## src/hdl/khi_defs.svh

```systemverilog
// Function
// - select from unit-select pin when source bit 0
// - source bit 1: decode ports 60h, 64h
// - host data read returns last core-stored byte
// - host writes load buffer, core load returns it
// - status is read-only to the host
// - output-full set by store, cleared by host data read
// - input-full set by host write, cleared by load
// - core clears or toggles general soft flag
// - command/data flag captures A2 on host writes
// - status-move loads bits 4-7 from accumulator
// - A2 selects data or status; unselected does nothing
// - line 24 shows output-full, masked by latch
// - line 25 shows inverted input-full, masked by latch
// - DMA enable makes lines 26/27 request/acknowledge
// - DMA mode: writing 1 raises request
// - acknowledge lets host move byte on D0-D7
// - request cleared by acknowledge or DMA re-enable
// - full input buffer, enabled: interrupt to 003h
// - input-full interrupt disabled after reset
`ifndef KHI_DEFS_SVH
`define KHI_DEFS_SVH

// ****************************************
// host decode addresses
// ****************************************
`define KHI_ADDR_DATA 10'h060
`define KHI_ADDR_CMD 10'h064

// ****************************************
// status bit positions
// ****************************************
`define KHI_ST_OBF 0
`define KHI_ST_IBF 1
`define KHI_ST_F0 2
`define KHI_ST_F1 3
`define KHI_ST_SPARE_LO 4

// ****************************************
// reset values and constants
// ****************************************
`define KHI_PORT_RST 4'hf
`define KHI_BYTE_RST 8'h00
`define KHI_IBF_VECTOR 11'h003
`define KHI_FIFO_DEPTH 16
`define KHI_FIFO_WIDTH 9

`endif

```

## src/hdl/khi_pkg.sv

```systemverilog
// ****************************************
// shared types
// ****************************************
package khi_pkg;
  // host access cycle state, one-hot
  typedef enum logic [2:0] {
    KHI_IDLE = 3'b001,
    KHI_READ = 3'b010,
    KHI_WRITE = 3'b100
  } khi_bus_st_t;
endpackage : khi_pkg

```

## src/hdl/khi_host_if.sv

```systemverilog
`timescale 1ns/100ps
`include "khi_defs.svh"
// ****************************************
// host mailbox of the keyboard controller
// ****************************************
module khi_host_if
  import khi_pkg::*;
(
  // clock and reset
  input wire logic ref_clk_i,
  input wire logic rst_i,
  // host bus
  input wire logic [9:0] hst_addr_i,
  input wire logic hst_aen_i,
  input wire logic hst_cs_n_i,
  input wire logic hst_ior_n_i,
  input wire logic hst_iow_n_i,
  input wire logic [7:0] hst_data_i,
  output logic [7:0] hst_data_o,
  output logic hst_data_oe_n_o,
  output logic hst_wr_room_o,
  // configuration
  input wire logic cfg_cs_src_i,
  // core instruction strobes
  input wire logic [7:0] core_acc_i,
  input wire logic core_store_i,
  input wire logic core_load_i,
  input wire logic core_sts_move_i,
  input wire logic core_f0_clr_i,
  input wire logic core_f0_cpl_i,
  input wire logic core_en_flags_i,
  input wire logic core_en_dma_i,
  input wire logic core_ibf_int_en_i,
  input wire logic core_ibf_int_dis_i,
  input wire logic core_p2_wr_i,
  input wire logic [3:0] core_p2_data_i,
  // core results
  output logic [7:0] core_data_o,
  output logic core_ibf_irq_o,
  output logic [10:0] core_irq_addr_o,
  // port lines 24 to 27
  output logic out_full_pin_o,
  output logic in_full_pin_o,
  output logic dma_request_pin_o,
  output logic port_line27_o,
  input wire logic dma_ack_pin_n_i,
  output logic flags_mode_o,
  output logic dma_mode_o
);

  // ****************************************
  // declarations
  // ****************************************
  khi_bus_st_t bus_st_reg;  // host cycle state
  logic [7:0] obuf_reg;  // core to host data
  logic obf_reg;  // output-full flag
  logic [7:0] hold_reg;  // host to core data
  logic ibf_reg;  // input-full flag
  logic f0_reg;  // general soft flag
  logic f1_reg;  // command/data flag
  logic [3:0] spare_reg;  // spare status flags
  logic ibf_ien_reg;  // input-full interrupt enable
  logic [3:0] p2_latch_reg;  // latch of lines 24..27
  logic flags_mode_reg;  // lines 24/25 carry flags
  logic dma_mode_reg;  // lines 26/27 carry dma
  logic drq_reg;  // pending dma request
  logic rd_a2_reg;  // current read targets status
  logic [7:0] status_word;
  logic pin_sel;
  logic dec_sel;
  logic dack_sel;
  logic dev_sel;
  logic acc_a2;
  logic rd_req;
  logic wr_req;
  logic rd_start;
  logic rd_end;
  logic push_now;
  logic fifo_in_ready;
  logic fifo_out_valid;
  logic fifo_out_ready;
  logic [8:0] fifo_out_data;

  // ****************************************
  // select decode
  // ****************************************
  // unit-select pin qualifies the access
  assign pin_sel = !hst_cs_n_i;
  // own decode of the two ports, aen low means a cpu cycle
  assign dec_sel = !hst_aen_i && ((hst_addr_i == `KHI_ADDR_DATA)
                   || (hst_addr_i == `KHI_ADDR_CMD));
  // acknowledge selects the data buffer regardless of address
  assign dack_sel = dma_mode_reg && !dma_ack_pin_n_i;
  assign dev_sel = (cfg_cs_src_i ? dec_sel : pin_sel) || dack_sel;
  // dma cycles always move data, never status
  assign acc_a2 = hst_addr_i[2] && !dack_sel;
  assign rd_req = dev_sel && !hst_ior_n_i;
  assign wr_req = dev_sel && !hst_iow_n_i;
  assign rd_start = (bus_st_reg == KHI_IDLE) && rd_req;
  assign rd_end = (bus_st_reg == KHI_READ) && !rd_req;
  // a read strobe wins if both come together
  assign push_now = (bus_st_reg == KHI_IDLE) && !rd_req && wr_req;
  assign status_word = {spare_reg, f1_reg, f0_reg, ibf_reg, obf_reg};

  // ****************************************
  // host cycle tracker
  // ****************************************
  // one action per strobe, so a long strobe is not seen twice
  always_ff @(posedge ref_clk_i)
  begin
    if (rst_i)
    begin
      bus_st_reg <= KHI_IDLE;
      rd_a2_reg <= 1'b0;
    end
    else
    begin
      case (bus_st_reg)
        KHI_IDLE:
        begin
          if (rd_req)
          begin
            bus_st_reg <= KHI_READ;
            rd_a2_reg <= acc_a2;
          end
          else if (wr_req)
            bus_st_reg <= KHI_WRITE;
        end
        KHI_READ:
        begin
          if (!rd_req)
            bus_st_reg <= KHI_IDLE;
        end
        KHI_WRITE:
        begin
          if (!wr_req)
            bus_st_reg <= KHI_IDLE;
        end
        default:
          bus_st_reg <= KHI_IDLE;
      endcase
    end
  end

  // ****************************************
  // host read data
  // ****************************************
  // data is frozen at strobe start so the host sees a stable byte
  always_ff @(posedge ref_clk_i)
  begin
    if (rst_i)
    begin
      hst_data_o <= `KHI_BYTE_RST;
      hst_data_oe_n_o <= 1'b1;
    end
    else
    begin
      if (rd_start)
        hst_data_o <= acc_a2 ? status_word : obuf_reg;
      hst_data_oe_n_o <= !(rd_start || ((bus_st_reg == KHI_READ) && rd_req));
    end
  end

  // ****************************************
  // core to host buffer and output-full
  // ****************************************
  always_ff @(posedge ref_clk_i)
  begin
    if (rst_i)
      obuf_reg <= `KHI_BYTE_RST;
    else if (core_store_i)
      obuf_reg <= core_acc_i;
  end

  // store wins over a read ending in the same cycle
  always_ff @(posedge ref_clk_i)
  begin
    if (rst_i)
      obf_reg <= 1'b0;
    else if (core_store_i)
      obf_reg <= 1'b1;
    else if (rd_end && !rd_a2_reg)
      obf_reg <= 1'b0;
  end

  // ****************************************
  // host to core path
  // ****************************************
  // host writes land only in the fifo, never in status
  khi_fifo #(
    .WIDTH(`KHI_FIFO_WIDTH),
    .DEPTH(`KHI_FIFO_DEPTH)
  ) u_fifo (
    .ref_clk_i(ref_clk_i),
    .rst_i(rst_i),
    .in_valid_i(push_now),
    .in_ready_o(fifo_in_ready),
    .in_data_i({acc_a2, hst_data_i}),
    .out_valid_o(fifo_out_valid),
    .out_ready_i(fifo_out_ready),
    .out_data_o(fifo_out_data)
  );

  // the fifo drains only when the core has taken the last byte
  assign fifo_out_ready = !ibf_reg || core_load_i;

  // host warned of a full fifo; a write while full is dropped
  always_ff @(posedge ref_clk_i)
  begin
    if (rst_i)
      hst_wr_room_o <= 1'b0;
    else
      hst_wr_room_o <= fifo_in_ready;
  end

  // holding register seen by the core, a new byte beats the clear
  always_ff @(posedge ref_clk_i)
  begin
    if (rst_i)
    begin
      hold_reg <= `KHI_BYTE_RST;
      ibf_reg <= 1'b0;
      f1_reg <= 1'b0;
    end
    else if (fifo_out_valid && fifo_out_ready)
    begin
      hold_reg <= fifo_out_data[7:0];
      f1_reg <= fifo_out_data[8];
      ibf_reg <= 1'b1;
    end
    else if (core_load_i)
      ibf_reg <= 1'b0;
  end

  // load instruction result
  always_ff @(posedge ref_clk_i)
  begin
    if (rst_i)
      core_data_o <= `KHI_BYTE_RST;
    else if (core_load_i)
      core_data_o <= hold_reg;
  end

  // ****************************************
  // core-owned status flags
  // ****************************************
  always_ff @(posedge ref_clk_i)
  begin
    if (rst_i)
      f0_reg <= 1'b0;
    else if (core_f0_clr_i)
      f0_reg <= 1'b0;
    else if (core_f0_cpl_i)
      f0_reg <= !f0_reg;
  end

  always_ff @(posedge ref_clk_i)
  begin
    if (rst_i)
      spare_reg <= 4'h0;
    else if (core_sts_move_i)
      spare_reg <= core_acc_i[7:4];
  end

  // ****************************************
  // input-full interrupt toward the core
  // ****************************************
  always_ff @(posedge ref_clk_i)
  begin
    if (rst_i)
      ibf_ien_reg <= 1'b0;
    else if (core_ibf_int_en_i)
      ibf_ien_reg <= 1'b1;
    else if (core_ibf_int_dis_i)
      ibf_ien_reg <= 1'b0;
  end

  always_ff @(posedge ref_clk_i)
  begin
    if (rst_i)
    begin
      core_ibf_irq_o <= 1'b0;
      core_irq_addr_o <= 11'h000;
    end
    else
    begin
      core_ibf_irq_o <= ibf_reg && ibf_ien_reg;
      core_irq_addr_o <= `KHI_IBF_VECTOR;
    end
  end

  // ****************************************
  // port lines 24 to 27
  // ****************************************
  // latch starts at ones like every quasi-bidirectional line
  always_ff @(posedge ref_clk_i)
  begin
    if (rst_i)
      p2_latch_reg <= `KHI_PORT_RST;
    else if (core_p2_wr_i)
      p2_latch_reg <= core_p2_data_i;
  end

  // mode switches, one-way until the next reset
  always_ff @(posedge ref_clk_i)
  begin
    if (rst_i)
    begin
      flags_mode_reg <= 1'b0;
      dma_mode_reg <= 1'b0;
    end
    else
    begin
      if (core_en_flags_i)
        flags_mode_reg <= 1'b1;
      if (core_en_dma_i)
        dma_mode_reg <= 1'b1;
    end
  end

  // acknowledge or re-enable clears, and both beat a new request
  always_ff @(posedge ref_clk_i)
  begin
    if (rst_i)
      drq_reg <= 1'b0;
    else if (core_en_dma_i || dack_sel)
      drq_reg <= 1'b0;
    else if (dma_mode_reg && core_p2_wr_i && core_p2_data_i[2])
      drq_reg <= 1'b1;
  end

  // pin drivers, one flop behind the flags
  always_ff @(posedge ref_clk_i)
  begin
    if (rst_i)
    begin
      out_full_pin_o <= 1'b1;
      in_full_pin_o <= 1'b1;
      dma_request_pin_o <= 1'b1;
      port_line27_o <= 1'b1;
      flags_mode_o <= 1'b0;
      dma_mode_o <= 1'b0;
    end
    else
    begin
      out_full_pin_o <= flags_mode_reg ? (obf_reg && p2_latch_reg[0]) : p2_latch_reg[0];
      in_full_pin_o <= flags_mode_reg ? (!ibf_reg && p2_latch_reg[1]) : p2_latch_reg[1];
      dma_request_pin_o <= dma_mode_reg ? drq_reg : p2_latch_reg[2];
      // in dma mode line 27 is an input, so its driver floats high
      port_line27_o <= dma_mode_reg ? 1'b1 : p2_latch_reg[3];
      flags_mode_o <= flags_mode_reg;
      dma_mode_o <= dma_mode_reg;
    end
  end
endmodule : khi_host_if

```

## src/hdl/khi_fifo.sv

```systemverilog
`timescale 1ns/100ps
// ****************************************
// small fifo with registered read data
// ****************************************
module khi_fifo #(
  parameter int WIDTH = 9,
  parameter int DEPTH = 16
) (
  // clock and reset
  input wire logic ref_clk_i,
  input wire logic rst_i,
  // fill side
  input wire logic in_valid_i,
  output logic in_ready_o,
  input wire logic [WIDTH-1:0] in_data_i,
  // drain side
  output logic out_valid_o,
  input wire logic out_ready_i,
  output logic [WIDTH-1:0] out_data_o
);
  localparam int AW = $clog2(DEPTH);

  logic [WIDTH-1:0] mem_reg [DEPTH];  // storage array
  logic [AW-1:0] wr_ptr_reg;  // write index
  logic [AW-1:0] rd_ptr_reg;  // read index
  logic [AW:0] count_reg;  // words held in the array
  logic push;
  logic pop;

  // pop into the output register whenever it is free or drained
  assign in_ready_o = (count_reg != DEPTH[AW:0]);
  assign push = in_valid_i && in_ready_o;
  assign pop = (count_reg != '0) && (!out_valid_o || out_ready_i);

  // array write
  always_ff @(posedge ref_clk_i)
  begin
    if (push)
    begin
      mem_reg[wr_ptr_reg] <= in_data_i;
    end
  end

  // pointers and count
  always_ff @(posedge ref_clk_i)
  begin
    if (rst_i)
    begin
      wr_ptr_reg <= '0;
      rd_ptr_reg <= '0;
      count_reg <= '0;
    end
    else
    begin
      if (push)
        wr_ptr_reg <= wr_ptr_reg + 1'b1;
      if (pop)
        rd_ptr_reg <= rd_ptr_reg + 1'b1;
      count_reg <= count_reg + {{AW{1'b0}}, push} - {{AW{1'b0}}, pop};
    end
  end

  // registered read data and its valid
  always_ff @(posedge ref_clk_i)
  begin
    if (rst_i)
    begin
      out_valid_o <= 1'b0;
      out_data_o <= '0;
    end
    else if (pop)
    begin
      out_valid_o <= 1'b1;
      out_data_o <= mem_reg[rd_ptr_reg];
    end
    else if (out_ready_i)
    begin
      out_valid_o <= 1'b0;
    end
  end
endmodule : khi_fifo

```

## config.mk

```make
export PLATFORM = sky130hd
export DESIGN_NAME = khi_host_if
export DESIGN_NICKNAME = d
export VERILOG_FILES = /design/src/hdl/khi_pkg.sv /design/src/hdl/khi_host_if.sv /design/src/hdl/khi_fifo.sv
export VERILOG_INCLUDE_DIRS = /design/src /design/src/hdl
export SDC_FILE = /design/constraint.sdc
export NUM_CORES = 1
export LEC_CHECK = 0
export ABC_AREA = 0
export BUFFER_PORTS_ARGS = -buffer_cell sky130_fd_sc_hd__buf_2
export CORE_MARGIN = 2
export CORE_UTILIZATION = 59
export DETAILED_ROUTE_END_ITERATION = 16
export GPL_TIMING_DRIVEN = 0
export PLACE_DENSITY = 0.86
export SYNTH_ARGS = -nofsm -noshare
export SYNTH_HDL_FRONTEND = slang
export SYNTH_SLANG_ARGS = --single-unit
```

## constraint.sdc

```tcl
create_clock -name ref_clk_i -period 3.4 [get_ports ref_clk_i]
set_clock_uncertainty 0.2 [all_clocks]
set_input_delay 1.02 -clock ref_clk_i [delete_from_list [all_inputs] [get_ports ref_clk_i]]
set_output_delay 1.02 -clock ref_clk_i [all_outputs]
set_load 0.01 [all_outputs]
```

## Yosys cells after proc, flatten, opt, wreduce, memory -nomap -nowiden

Memories as Yosys holds them, arrays and structs flattened. A register that Yosys moved wholly into a read port is not among the register bits.
Index checks and enable logic that the tools add are counted.

| storage, ports and cells | value |
|---|---|
| register bits after elaboration | 86 |
| bits in writable memories | 144 |
| bits of input ports | 48 |
| output and inout bits | 36 |
| logic and storage cells | 112 |
| memories | 1 |

Memories:

| name | depth | bits a word | read ports | clocked after Yosys merged registers in | wr ports | line | text |
|---|---|---|---|---|---|---|---|
| u_fifo.mem_reg | 16 | 9 | 1 | 1 | 1 | khi_fifo.sv:23 | `logic [WIDTH-1:0] mem_reg [DEPTH];` |

| operators by class | value |
|---|---|
| $add $sub $neg | 4 |
| eq/ne operators | 9 |
| muxes and demuxes | 21 |
| reduce and logical (&&, ||, !) cells | 47 |

Operator list:

| kind | number |
|---|---|
| $eq A10 B7 Y1 const B | 2 |
| $logic_and A1 B1 Y1 | 19 |
| $mux W1 | 14 |
| $logic_not A1 Y1 | 12 |
| $mux W3 | 4 |
| $pmux W3 S3 | 1 |
| $add A4 B1 Y4 const B | 2 |
| $mux W8 | 1 |
| $reduce_bool A2 Y1 | 4 |
| $logic_or A1 B1 Y1 | 6 |
| $reduce_or A2 Y1 | 3 |
| $add A5 B1 Y5 | 1 |
| $ne A5 B5 Y1 const B | 1 |
| $reduce_bool A5 Y1 | 1 |
| $sub A5 B1 Y5 | 1 |
| $ne A2 B2 Y1 const B | 2 |
| $eq A3 B1 Y1 const B | 1 |
| $eq A3 B2 Y1 const B | 1 |
| $eq A3 B3 Y1 const B | 1 |
| $ne A3 B3 Y1 const B | 1 |
| $reduce_and A3 Y1 | 1 |
| $mux W2 | 1 |
| $reduce_and A2 Y1 | 1 |

## Depth between registers and ports, before layout

| logic depth | value |
|---|---|
| word-level depth | 12 |
| depth in mapped cells | 13 |
| mapped depth without buffers | 13 |

## Cells and area by module

A second synthesis with hierarchy kept.

| second synthesis, totals | value |
|---|---|
| cells, all modules | 618 |
| area total of the unflattened synthesis | 9,260.1 µm² |

By module, submodules not included:

| module | times used | cells each | area each (µm²) | seq. area each (µm²) |
|---|---|---|---|---|
| khi_fifo | 1 | 348 | 6,727.7 | 4,784.6 |
| khi_host_if | 1 | 270 | 2,532.4 | 1,241.2 |

## Worst setup path after synthesis

Ideal clock, no wire load.

| timing path | value |
|---|---|
| path type | input-to-reg |
| from | input port core_load_i |
| to | register u_fifo.count_reg[4] |
| library setup time | 0.073 ns |
| arrival | 2.937 ns |
| data required time | 3.127 ns |
| setup slack | 0.190 ns |
| stages | 11 |
| buffers on the path | 0 |
| cell sequence | nand3b_1 > nand2_2 > inv_2 > ha_1 > inv_1 > ha_1 > fa_1 > a21oi_1 > nor2_1 > or3_1 > a21oi_1 |

| between the ends | value |
|---|---|
| word-level cells in the longest chain between the ends | 4 |

Ends and longest elaborated chain:

| what | line | text |
|---|---|---|
| start, declared | khi_host_if.sv:27 | `input wire logic core_load_i,` |
| $logic_or A1 B1 Y1 | khi_host_if.sv:205 | `assign fifo_out_ready = !ibf_reg \|\| core_load_i;` |
| $logic_or A1 B1 Y1 | khi_fifo.sv:33 | `assign pop = (count_reg != '0) && (!out_valid_o \|\| out_ready_i);` |
| $logic_and A1 B1 Y1 | khi_fifo.sv:33 |  |
| named net u_fifo.pop | khi_fifo.sv:28 | `logic pop;` |
| $sub A5 B1 Y5 | khi_fifo.sv:59 | `count_reg <= count_reg + {{AW{1'b0}}, push} - {{AW{1'b0}}, pop};` |
| end signal, assigned | khi_fifo.sv:59 |  |
| end, declared | khi_fifo.sv:26 | `logic [AW:0] count_reg;` |

The timed path passes the listed nets, and every way through them passes these cells.
A chain may end at the register's enable or synchronous reset.

## Final worst setup path

| timing path | value |
|---|---|
| from | register u_fifo.count_reg[3] |
| to | register u_fifo.count_reg[4] |

| between the ends | value |
|---|---|
| elaborated cells between the ends (all ways) | 6 |
| those cells by class | 2 x add/sub; 1 x eq/ne; 3 x reduce/logical |

RTL lines:

| what | line |
|---|---|
| $reduce_bool A5 Y1 | khi_fifo.sv:33 |
| $logic_and A1 B1 Y1 | khi_fifo.sv:33 |
| named net u_fifo.pop | khi_fifo.sv:28 |
| $sub A5 B1 Y5 | khi_fifo.sv:59 |

The timed path passes the listed nets, and every way through them passes these cells.

==> impl_metrics.py <==
metrics = {
    "placed_design": {
        "routabilityCongestion": 0.843,
        "hpwlAfterDp_mm": 12.4,
        "numPortBuffers": 71,
        "dpl.cell_count": 857,
    },
    "synth": {
        "ys_async_sr_fraction_pct": 0,
        "synth_edf_count": 144,
        "synth-xor-area-share_pct": 0.666,
        "synthesis.area_um2": 9210,
        "synth_top_area_share_pct": 47.0,
        "netlist_instances": 590,
        "synth_ff_type": "edfxtp_1",
        "muxShareOfSynthArea_pct": 16.6,
        "synth_largest_area_cell": "edfxtp_1",
        "synth-adder-area-share_pct": 1.71,
        "yosysWarnings": 0,
        "ys_top_cells_by_area": "edfxtp_1 47%, dfxtp_1 18%, mux2i_1 6.6%",
        "synthDistinctLibCells": 55,
        "synth_top_family_by_area": "multiplexers",
        "ys_seq_area_share_pct": 65.5,
        "yosys.area_share.simple_pct": 8.22,
        "synth_area_per_cell_um2": 15.6,
        "synth_compound_gate_area_share_pct": 3.85,
        "ys_ff_latch": 229,
    },
    "layout": {
        "final_util_pct": 69.2,
        "largest_reg_flops": 144,
        "diodes": 0,
        "drive_gt1_share_pct": 24.0,
        "nNetsFinal": 754,
        "final_cells": 896,
        "mostFrequentLayoutCells": "144 x edfxtp_1, 85 x dfxtp_1, 82 x buf_2, 61 x mux2i_1, 48 x nor2_1",
        "layout_commonest_cell": "edfxtp_1",
        "syn_to_final_growth_pct": 14.3,
    },
    "power": {
        "swShare_pct": 26.5,
        "clock_power_share_pct": 34.1,
        "peakVddDrop_v": 0.000513,
        "p_int_mw": 5.03,
        "combPwrFrac_pct": 18.8,
        "p_switching_mw": 1.82,
        "p_per_area_nw_per_um2": 651,
        "seq_power_share_pct": 47.1,
        "power.leakage_nw": 4.00,
    },
    "sta": {
        "setup_tns_ns": 0,
        "setup_viol": 0,
        "fmax_ghz": 0.308,
        "max_slew.worst_pin.slew_ns": 0.696,
        "period_share_pct": 95.6,
        "fin_crit_ns": 3.25,
        "rsz0062_at_grt": "false",
        "final_max_slew_viol_count": 0,
        "relSlewSlack_pct": 53.6,
        "hold_viol_final": 0,
    },
    "routing": {
        "post_drt_wl_per_cell_um": 21.3,
        "drt_iter0_markers": 428,
        "ant_nets": 0,
        "viasPerCell": 6.05,
        "vias": 5419,
        "route.detailed.drc": 0,
        "drt_pass1_iterations": 5,
        "wl_mm": 19.1,
    },
    "setup_path": {
        "crit_type": "register to register",
        "required_ns": 3.64,
        "cp.arrival_ns": 3.49,
        "cp-start-kind": "register",
        "r2r_setup_slack_ns": 0.15,
        "worst_setup_path_end_kind": "register",
        "cp_max_fo": 5,
    },
    "global_routing": {
        "grt_pass1_wl_mm": 29.2,
        "grt_pass1_vias": 5383,
        "grt_use_total_pct": 23.2,
        "antenna_found_initial": 0,
        "overflow": 0,
        "grt_start_max_net_pins": 26,
    },
    "clocking": {
        "htreeDepth": 1,
        "cts_tree": "yes",
        "numCtsBuffers": 23,
        "cts_hold_repair.buffers": 0,
        "cts_resized": 0,
        "cts_root_buffer": "clkbuf_16",
        "cts.path.max_buffers": 3,
        "clkTransAtPathRegs_ns": 0.06,
        "clock_latency_ns": 0.51,
        "numClockSinks": 229,
        "postCtsSetupBuffers": 0,
    },
    "run_status": {
        "status": "finished, final reports clean",
    },
    "floorplan": {
        "initial_utilization_pct": 60.6,
        "core_area_um2": 15200,
        "rows": 45,
        "die_h_um": 129,
        "io_pins": 84,
        "die_area_um2": 16600,
        "fp.dieW_um": 129,
    },
    "min_path": {
        "holdCritPathClass": "register to register",
    },
    "job": {
        "drv_cap": 0,
    },
}
## power by group through the flow
| stage | logic, mW | clock network, mW | registers, mW |
|---|---|---|---|
| global placement | 1.21 | 0 | 3.27 |
| floorplan | 0.944 | 0 | 3.26 |
| CTS | 1.29 | 2.35 | 3.23 |
| finish | 1.29 | 2.33 | 3.23 |
| global route | 1.40 | 2.46 | 3.25 |
| detailed placement | 1.26 | 0 | 3.28 |
## per-stage QoR
stage,setup WS [ns],total power [mW],hold WS (ns),instance area [um^2]
floorplan,0.190,4.20,0.214,9240
global placement,-0.0485,4.48,0.231,9830
detailed placement,-0.0961,4.54,0.243,9830
CTS,0.189,6.87,0.261,10500
global route,0.0364,7.11,0.292,10500
finish,0.150,6.85,0.264,10500
## critical path, stage by stage (launching register included)
cell     delay, ns
dfxtp_1       0.33
inv_1         0.08
ha_1          0.16
or4b_4        0.50
nand2_2       0.13
inv_2         0.07
ha_1          0.27
inv_1         0.04
ha_1          0.22
fa_1          0.45
a21oi_1       0.18
nor2_1        0.07
or3_1         0.34
a21oi_1       0.14
## path summary, 6_finish.rpt
kind	from	endpoint	depth (start not counted)
worst max register to register	u_fifo.count_reg[3]	u_fifo.count_reg[4]	13
worst min register to register	p2_latch_reg[3]	port_line27_o	1
worst max-delay path	u_fifo.count_reg[3]	u_fifo.count_reg[4]	13
worst min-delay path	p2_latch_reg[3]	port_line27_o	1
## cell usage after synthesis, drive strengths merged (2+ instances only)
cell,instances
and3,15
nor3,11
nand2,15
mux4,36
nand3,15
xnor2,5
mux2i,61
o221ai,9
nand4,3
edfxtp,144
and2,7
xor2,2
nor2,49
a211oi,8
or3,4
nor4b,2
nor2b,9
mux2,3
o21ai,7
ha,11
nand2b,3
inv,15
a21oi,15
buf,34
clkbuf,6
dfxtp,85
## cell type report
type | instances | area [um^2]
Sequential cell | 229 | 6030
Fill cell | 974 | 4680
Multi-Input combinational cell | 314 | 2890
Clock buffer | 28 | 624
Timing Repair Buffer | 71 | 355
Buffer | 40 | 264
Tap cell | 188 | 235
Clock inverter | 11 | 73.8
Inverter | 15 | 56.3
## cells by family (layout without fill, tap and decap cells)
kind of cell / Yosys count / after routing
fa+ha+maj: 12 / 12
other cells: 1 / 9
simple gates: 141 / 141
mux: 100 / 100
xor+xnor: 7 / 7
compound gates: 45 / 45
buf+inv: 55 / 165
flops: 229 / 229
## per-layer routing
| layer | vias to the layer above | global-route usage [%] | routed length (um) |
|---|---|---|---|
| li1 | 2435 | - | - |
| met1 | 2717 | 30.3 | 7810 |
| met2 | 222 | 40.1 | 9420 |
| met3 | 45 | 4.12 | 1270 |
| met4 | 0 | 7.29 | 584 |
| met5 | - | 0 | 0 |
Note: power is estimated with default switching activity, not from simulation.
